==> src/rgbx_cfg.svh <==
/*
 * constants for the request/grant bus exchange block
 * assumes inclusion by rgbx_line_port and rgbx_arbiter only
 */
`ifndef RGBX_CFG_SVH
`define RGBX_CFG_SVH

`define RGBX_IDLE_WINDOW_CLKS   3
`define RGBX_GAP_CLKS           1
`define RGBX_STATUS_PASSIVE     3'h7
`define RGBX_LINE_REST          1'b1
`define RGBX_LINE_ACTIVE        1'b0

`endif

==> src/rgbx_pkg.sv <==
/*
 * types for the request/grant bus exchange block
 * assumes rgbx_cfg.svh is on the include path
 */
package rgbx_pkg;

	typedef enum logic [1:0]
	{
		RGBX_BS_IDLE   = 2'h0,
		RGBX_BS_FIRST  = 2'h1,
		RGBX_BS_SECOND = 2'h2,
		RGBX_BS_LATER  = 2'h3
	} rgbx_bus_phase_t;

	// qualifiers of the bus cycle in progress, from the bus interface
	typedef struct packed
	{
		logic            cyc_pending;
		logic            is_memory;
		logic            odd_low_byte;
		logic            inta_first;
		logic            locked;
		logic            final_bus_state;
		rgbx_bus_phase_t phase;
	} rgbx_cycle_info_t;

	// one request/grant line as three signals
	typedef struct packed
	{
		logic line_in;
		logic line_out;
		logic line_oe_n;
	} rgbx_line_t;

endpackage

==> src/rgbx_line_port.sv <==
/*
 * one request/grant line: pulse detect and one-clock grant drive
 * assumes the line input is synchronous to core_clk_i
 */
module rgbx_line_port
	import rgbx_pkg::*;
(
	// clock and reset
	input  wire logic core_clk_i,
	input  wire logic rst_n_i,
	// pin side
	input  wire logic line_i,
	output logic      line_o,
	output logic      line_oe_n_o,
	// core side
	input  wire logic drive_grant_i,
	output logic      pulse_o
);
`include "rgbx_cfg.svh"

	logic line_q;

	// undriven line is pulled up; falling edge marks a pulse
	always_ff @(posedge core_clk_i or negedge rst_n_i)
	begin
		if (!rst_n_i)
			line_q <= `RGBX_LINE_REST; // [RULE2]
		else
			line_q <= line_i; // [RULE19]
	end

	assign pulse_o = (line_i == `RGBX_LINE_ACTIVE) && (line_q == `RGBX_LINE_REST); // [RULE10]

	// drive low for exactly one clock only when granting
	always_ff @(posedge core_clk_i or negedge rst_n_i)
	begin
		if (!rst_n_i)
		begin
			line_o      <= `RGBX_LINE_REST;
			line_oe_n_o <= 1'b1;
		end
		else
		begin
			line_o      <= drive_grant_i ? `RGBX_LINE_ACTIVE : `RGBX_LINE_REST; // [RULE10]
			line_oe_n_o <= !drive_grant_i; // [RULE20]
		end
	end

endmodule

==> src/rgbx_arbiter.sv <==
/*
 * request/grant bus exchange for a processor and two other bus masters
 * assumes cycle qualifiers come from the bus interface in the same clock
 */
// Notes on behaviour
// RULE1 - two request/grant lines; high priority line wins simultaneous requests
// RULE2 - unconnected line reads inactive through pull-up hold; no spurious request
// RULE3 - master requests with a single one-clock low pulse
// RULE4 - grant pulse one clock in final or idle state, float, then granted
// RULE5 - while granted the bus interface starts no bus activity
// RULE6 - master's third pulse releases; device retakes bus next clock
// RULE7 - after retake go to final state if cycle pending, else idle
// RULE8 - each exchange is exactly request, grant, release pulses
// RULE9 - at least one idle clock after each exchange before next pulse
// RULE10 - all pulses are low; line rests high
// RULE11 - request in memory cycle releases at its final state if conditions hold
// RULE12 - request must come by second state, else release deferred
// RULE13 - no release after low byte of odd-address word
// RULE14 - no release after first interrupt acknowledge cycle
// RULE15 - no release during a locked instruction
// RULE16 - idle bus request may be granted during the next clock
// RULE17 - memory cycle within three clocks of idle request: timing counts as met; code meets it at every memory final state from the second pending clock
// RULE18 - status outputs float high during granted condition
// RULE19 - lines sampled on rising edge; pulses one clock from an edge
// RULE20 - device drives line only for grant pulse
module rgbx_arbiter
	import rgbx_pkg::*;
(
	// clock and reset
	input  wire logic             core_clk_i,
	input  wire logic             rst_n_i,
	// request/grant lines
	input  wire logic             req_grant_line_high_prio_i,
	output logic                  req_grant_line_high_prio_o,
	output logic                  req_grant_line_high_prio_oe_n_o,
	input  wire logic             req_grant_line_low_prio_i,
	output logic                  req_grant_line_low_prio_o,
	output logic                  req_grant_line_low_prio_oe_n_o,
	// bus interface side
	input  wire rgbx_cycle_info_t cycle_i,
	input  wire logic [2:0]       cycle_status_i,
	output logic                  bus_float_o,
	output logic                  retake_final_o,
	// status pins
	output logic [2:0]            cycle_status_o,
	output logic                  cycle_status_oe_n_o
);
`include "rgbx_cfg.svh"

	typedef enum logic [2:0]
	{
		RGBX_ST_OWN     = 3'h0,
		RGBX_ST_GRANT   = 3'h1,
		RGBX_ST_GRANTED = 3'h2,
		RGBX_ST_GAP     = 3'h3
	} rgbx_state_t;

	rgbx_state_t state;
	rgbx_state_t next_state;

	logic [1:0] pulse;
	logic [1:0] drive_grant;
	logic [1:0] pend;
	logic [1:0] early;
	logic       owner;
	logic [1:0] idle_cnt;
	logic       idle_req;
	logic [$clog2(`RGBX_GAP_CLKS + 1) - 1:0] gap_cnt;

	function automatic logic release_ok(input rgbx_cycle_info_t c, input logic timing_met);
		// [RULE11] [RULE13] [RULE15]
		release_ok = timing_met && !c.odd_low_byte && !c.inta_first && !c.locked;
	endfunction

	rgbx_line_port u_port_high
	(
		.core_clk_i    (core_clk_i),
		.rst_n_i       (rst_n_i),
		.line_i        (req_grant_line_high_prio_i),
		.line_o        (req_grant_line_high_prio_o),
		.line_oe_n_o   (req_grant_line_high_prio_oe_n_o),
		.drive_grant_i (drive_grant[0]),
		.pulse_o       (pulse[0])
	);

	rgbx_line_port u_port_low
	(
		.core_clk_i    (core_clk_i),
		.rst_n_i       (rst_n_i),
		.line_i        (req_grant_line_low_prio_i),
		.line_o        (req_grant_line_low_prio_o),
		.line_oe_n_o   (req_grant_line_low_prio_oe_n_o),
		.drive_grant_i (drive_grant[1]),
		.pulse_o       (pulse[1])
	);

	// latched requests and whether each arrived by the second state
	always_ff @(posedge core_clk_i or negedge rst_n_i)
	begin
		if (!rst_n_i)
		begin
			pend  <= 2'h0;
			early <= 2'h0;
		end
		else
		begin
			for (int i = 0; i < 2; i++)
			begin
				if (state == RGBX_ST_OWN && pulse[i]) // [RULE3]
				begin
					pend[i]  <= 1'b1;
					early[i] <= cycle_i.phase != RGBX_BS_LATER; // [RULE12]
				end
				else if (drive_grant[i])
				begin
					pend[i]  <= 1'b0;
					early[i] <= 1'b0;
				end
				else if (pend[i] && cycle_i.final_bus_state && !early[i])
					early[i] <= 1'b1; // [RULE12]
			end
		end
	end

	// clocks since a request was latched, whether or not the bus was idle, saturating at 3
	always_ff @(posedge core_clk_i or negedge rst_n_i)
	begin
		if (!rst_n_i)
			idle_cnt <= 2'h0;
		else if (state != RGBX_ST_OWN || pend == 2'h0)
			idle_cnt <= 2'h0;
		else if (idle_cnt != 2'(`RGBX_IDLE_WINDOW_CLKS))
			idle_cnt <= idle_cnt + 2'h1;
	end

	assign idle_req = !cycle_i.cyc_pending && cycle_i.phase == RGBX_BS_IDLE; // [RULE16]

	// grant decision in final or idle state
	always_comb
	begin
		logic go;
		logic sel;
		go          = 1'b0;
		sel         = pend[0] ? 1'b0 : 1'b1; // [RULE1]
		drive_grant = 2'h0;
		if (state == RGBX_ST_OWN && pend != 2'h0)
		begin
			if (idle_req)
				go = 1'b1; // [RULE16]
			else if (cycle_i.final_bus_state && cycle_i.is_memory)
				go = release_ok(cycle_i, early[sel] || idle_cnt != 2'h0); // [RULE17]
			else if (cycle_i.final_bus_state && !cycle_i.is_memory)
				go = release_ok(cycle_i, early[sel]); // [RULE14]
		end
		if (go)
			drive_grant[sel] = 1'b1; // [RULE4]
	end

	always_comb
	begin
		next_state = state;
		unique case (state)
			RGBX_ST_OWN:
				if (drive_grant != 2'h0)
					next_state = RGBX_ST_GRANT;
			RGBX_ST_GRANT:
				next_state = RGBX_ST_GRANTED; // [RULE4]
			RGBX_ST_GRANTED:
				if (pulse[owner])
					next_state = RGBX_ST_GAP; // [RULE6]
			RGBX_ST_GAP:
				if (gap_cnt == '0)
					next_state = RGBX_ST_OWN; // [RULE9]
			default:
				next_state = RGBX_ST_OWN;
		endcase
	end

	always_ff @(posedge core_clk_i or negedge rst_n_i)
	begin
		if (!rst_n_i)
			state <= RGBX_ST_OWN;
		else
			state <= next_state; // [RULE8]
	end

	always_ff @(posedge core_clk_i or negedge rst_n_i)
	begin
		if (!rst_n_i)
			owner <= 1'b0;
		else if (drive_grant != 2'h0)
			owner <= drive_grant[1];
	end

	// idle clocks after an exchange before new pulses are taken
	always_ff @(posedge core_clk_i or negedge rst_n_i)
	begin
		if (!rst_n_i)
			gap_cnt <= '0;
		else if (next_state == RGBX_ST_GAP && state != RGBX_ST_GAP)
			gap_cnt <= ($bits(gap_cnt))'(`RGBX_GAP_CLKS - 1); // [RULE9]
		else if (gap_cnt != '0)
			gap_cnt <= gap_cnt - 1'b1;
	end

	// bus interface control
	always_ff @(posedge core_clk_i or negedge rst_n_i)
	begin
		if (!rst_n_i)
		begin
			bus_float_o    <= 1'b0;
			retake_final_o <= 1'b0;
		end
		else
		begin
			bus_float_o    <= next_state == RGBX_ST_GRANT || next_state == RGBX_ST_GRANTED; // [RULE5]
			retake_final_o <= state == RGBX_ST_GRANTED && pulse[owner] && cycle_i.cyc_pending; // [RULE7]
		end
	end

	// status pins float to passive while granted
	always_ff @(posedge core_clk_i or negedge rst_n_i)
	begin
		if (!rst_n_i)
		begin
			cycle_status_o      <= `RGBX_STATUS_PASSIVE;
			cycle_status_oe_n_o <= 1'b0;
		end
		else if (next_state == RGBX_ST_GRANTED || next_state == RGBX_ST_GRANT)
		begin
			cycle_status_o      <= `RGBX_STATUS_PASSIVE; // [RULE18]
			cycle_status_oe_n_o <= 1'b1; // [RULE18]
		end
		else
		begin
			cycle_status_o      <= cycle_status_i;
			cycle_status_oe_n_o <= 1'b0;
		end
	end

endmodule

==> config.mk <==
export PLATFORM = sky130hd
export DESIGN_NAME = rgbx_arbiter
export DESIGN_NICKNAME = d
export VERILOG_FILES = /design/src/rgbx_pkg.sv /design/src/rgbx_line_port.sv /design/src/rgbx_arbiter.sv
export VERILOG_INCLUDE_DIRS = /design/src
export SDC_FILE = /design/constraint.sdc
export NUM_CORES = 1
export LEC_CHECK = 0
export ABC_AREA = 1
export CORE_MARGIN = 8
export CORE_UTILIZATION = 40
export CTS_CLUSTER_DIAMETER = 100
export CTS_CLUSTER_SIZE = 20
export DETAILED_ROUTE_END_ITERATION = 12
export DONT_BUFFER_PORTS = 1
export SLEW_MARGIN = 5
export SYNTH_ARGS = -nofsm -noshare
export SYNTH_HDL_FRONTEND = slang
export SYNTH_SLANG_ARGS = --single-unit
export TNS_END_PERCENT = 5
==> constraint.sdc <==
create_clock -name core_clk_i -period 1.3 [get_ports core_clk_i]
set_input_delay 0.13 -clock core_clk_i [delete_from_list [all_inputs] [get_ports core_clk_i]]
set_output_delay 0.13 -clock core_clk_i [all_outputs]
set_load 0.05 [all_outputs]
==> flow_summary.yaml <==
finish:
  diodes: 0
  design_area_um2: 1092
  nets: 133
  fillers: 208
  drive_gt1_share_pct: 25.22
  areaGrowthSynthToFinish_pct: 23.83
status:
  violations: "setup timing"
  status: "finished, violations left"
worst_setup_path:
  endpoint_kind: "register"
  cpMostUsedCell: "nand2_1"
  crit_path_start_kind: "register"
  critPathKind: "register to register"
  critPathBufInv: 3
  cp-endpoint: "owner"
  critical-path-top-delay-family: "simple AND/OR/NAND/NOR gates"
  slowest_delay_ns: 0.42
  worstPathArrival_ns: 1.55
  path_max_fanout: 4
  cp_slowest_cell: "dfrtp_1"
  rr_endpoint: "owner"
  crit_chain: "inv_1 -> ha_2 -> inv_2 -> nand2_1 -> nand3_1 -> nand2_1 -> nand2_2 -> nand3_4 -> buf_6 -> nand2_1"
  critical_path_required_ns: 1.51
  r2r-start: "idle_cnt[1]"
  startpoint: "idle_cnt[1]"
  reg2reg_slack_ns: -0.04
  crit_cells: 10
  reg2reg_depth: 10
sta:
  fin_worst_skew_ns: 0.007672
  post-route-period-util_pct: 103.4
  clock.fmax_ghz: 0.7438
  drv_slew: 0
  setup_tns_ns: -0.07779
  finalCriticalPeriod_ns: 1.345
  worstMarginPinSlew_ns: 0.8166
  hold_viol_final: 0
  slew_headroom_pct: 45.38
  rsz0062_at_grt: "yes"
  fin_ws_ns: -0.04451
  setup_viol: 3
placement:
  portBuffers: 0
  gp_congestion: 0.7319
  place_area_um2: 942.2
  hpwl_um: 1260
die:
  rows: 17
  die_height_um: 62.96
  die_area_um2: 3964
  die_w_um: 62.96
  core_um2: 2148
  io-pin-count: 25
  start_util_pct: 41.06
cts:
  cts-htree-levels: 1
  cts_tree: "yes"
  clk_pin_slew_ns: 0.12
  clockBufferDepth: 2
  clock-sinks: 19
  numCtsBuffers: 3
  clk_latency_ns: 0.30
  clockRootBuffer: "clkbuf_4"
route:
  viasPerCell: 4.573
  drt_iter0_markers: 13
  drt-pass1-iter-count: 4
  drt-total-wl_um: 1689
  antenna_left: 0
  remaining_drc_errors: 0
  wl_per_cell_um: 11.81
  vias: 654
power_and_ir_drop:
  clkPwrFrac_pct: 21.4
  leakagePower_nw: 0.5501
  combPwrFrac_pct: 24.7
  p_seq_share_pct: 53.9
  power_density_nw_per_um2: 1344
  ir_drop_mv: 0.7033
  switchingPower_uw: 518.6
  internal_power_uw: 949.5
  p_sw_share_pct: 35.32
logic_synthesis:
  synth.yosys.seq_area_share_pct: 54.89
  ys_seq_elements: 19
  syn_nets: 119
  syn_area_per_cell_um2: 8.648
  syn_area_um2: 882.1
  synth_cell_types: 17
  synth_cells: 102
  ys_warn_count: 0
worst_hold_path:
  hold_path.class: "input pin to register"
global_route:
  grt.busiest_layer: "met2"
  grt_max_degree: 20
  grtUsageTotal_pct: 8.792
  use_met3_pct: 3.405
  grt_pass1_wl_um: 2835
  grt_pass1_vias: 662
  overflow: 0
  gr-usage-met2_pct: 14.60
  grt_use_met1_pct: 9.206
  grt_antenna_before_repair: 0
job:
  maxCapViolations: 0
-- synthesized netlist by cell type, drive strengths merged --
master	instances	area share, %
conb	1	0.43
a21oi	5	2.8
dfstp	7	21
ha	2	2.8
dfrtp	12	34
o21ai	4	2.7
inv	21	8.9
nand3b	2	1.7
buf	3	2.6
nand2	27	12
nor2	10	5.1
nand3	5	3.4
o211ai	3	2.6
-- layout make-up --
cell class	count	area (um2)	area share, %
sequential	19	484.2	44.33
multi-input combinational	59	327.8	30.01
timing repair buffer	12	136.4	12.49
inverter	21	78.83	7.216
tap	28	35.03	3.207
clock buffer	3	22.52	2.062
clock inverter	1	7.507	0.6873
-- what timing repair did --
action	in CTS	in global routing
pin swaps	0	5
setup buffers	1	1
hold buffers	7	0
gates cloned	0	0
gates resized for setup	0	11
setup endpoints to repair	6	11
endpoints found under the hold margin	25	0
-- layer usage --
metal	wire (um)	part of all wire, %
met1	692	41
met2	877	52
met3	89	5.3
met4	29	1.7
met5	0	0
-- stage by stage --
step           cells  hold slack, ns  utilization (%)  total power, mW  setup slack (ns)
6_report         143         0.02658            50.84            1.468          -0.04451
5_1_grt          143         0.02354            50.84            1.552           -0.1187
4_1_cts          142         0.01550            48.86            1.442          -0.01326
3_5_place_dp     130         -0.1652            43.86            1.096          -0.02635
3_3_place_gp     130         -0.1650            43.86            1.081           0.05430
2_1_floorplan    102         -0.1656                -            1.031            0.1220
-- placed cells by master, fill, tap and decap left out, types with 2 or more instances in the layout --
master,Yosys,layout
clkbuf_4,0,3
dfstp_2,7,7
dfrtp_1,12,12
nand3b_1,2,2
nor2_1,9,9
o21ai_0,3,3
dlygate4sd3_1,0,7
nand3_1,4,3
buf_12,0,2
nand2_2,2,4
buf_4,3,2
nand2_1,25,22
o211ai_1,3,3
inv_1,21,19
inv_2,0,2
a21oi_1,5,4
-- cell families (layout without fill, tap and decap cells) --
family	Yosys count	after routing	synth area share, %
simple gates	44	44	22.27
fa+ha+maj	2	2	2.836
flops	19	19	54.89
buf+inv	24	37	11.49
other cells	1	1	0.4251
compound gates	12	12	8.084
-- worst reg2reg max path, stage by stage (launching register included) --
cell	delay [ns]
dfrtp_1	0.42
inv_1	0.07
ha_2	0.17
inv_2	0.03
nand2_1	0.05
nand3_1	0.06
nand2_1	0.08
nand2_2	0.11
nand3_4	0.13
buf_6	0.10
nand2_1	0.04
-- registers in the layout (all words and copies together) (netlist names) --
signal              flops
state                   3
idle_cnt                2
u_port_low.line_o       1
u_port_high.line_q      1
u_port_high.line_o      1
cycle_status_o          3
early                   2
u_port_low.line_q       1
pend                    2
retake_final_o          1
bus_float_o             1
owner                   1
-- power groups by stage --
stage          registers, mW  logic, mW  clock network, mW
2_1_floorplan          0.808      0.223                  0
3_3_place_gp           0.798      0.283                  0
3_5_place_dp           0.802      0.294                  0
4_1_cts                0.788      0.336              0.318
5_1_grt                0.804      0.405              0.343
6_report               0.791      0.362              0.315
-- worst min-delay path by stage --
| stage | startpoint | end | slack [ns] | depth (start not counted) |
|---|---|---|---|---|
| 6_report | req_grant_line_high_prio_i | pend[0] | 0.03 | 3 |
| 5_1_grt | req_grant_line_high_prio_i | pend[0] | 0.02 | 3 |
| 4_1_cts | req_grant_line_high_prio_i | pend[0] | 0.02 | 3 |
| 3_5_place_dp | rst_n_i | state[1] | -0.17 | 0 |
| 3_3_place_gp | rst_n_i | state[1] | -0.17 | 0 |
| 2_1_floorplan | rst_n_i | bus_float_o | -0.17 | 0 |
Power figures use the tool's default switching activity.
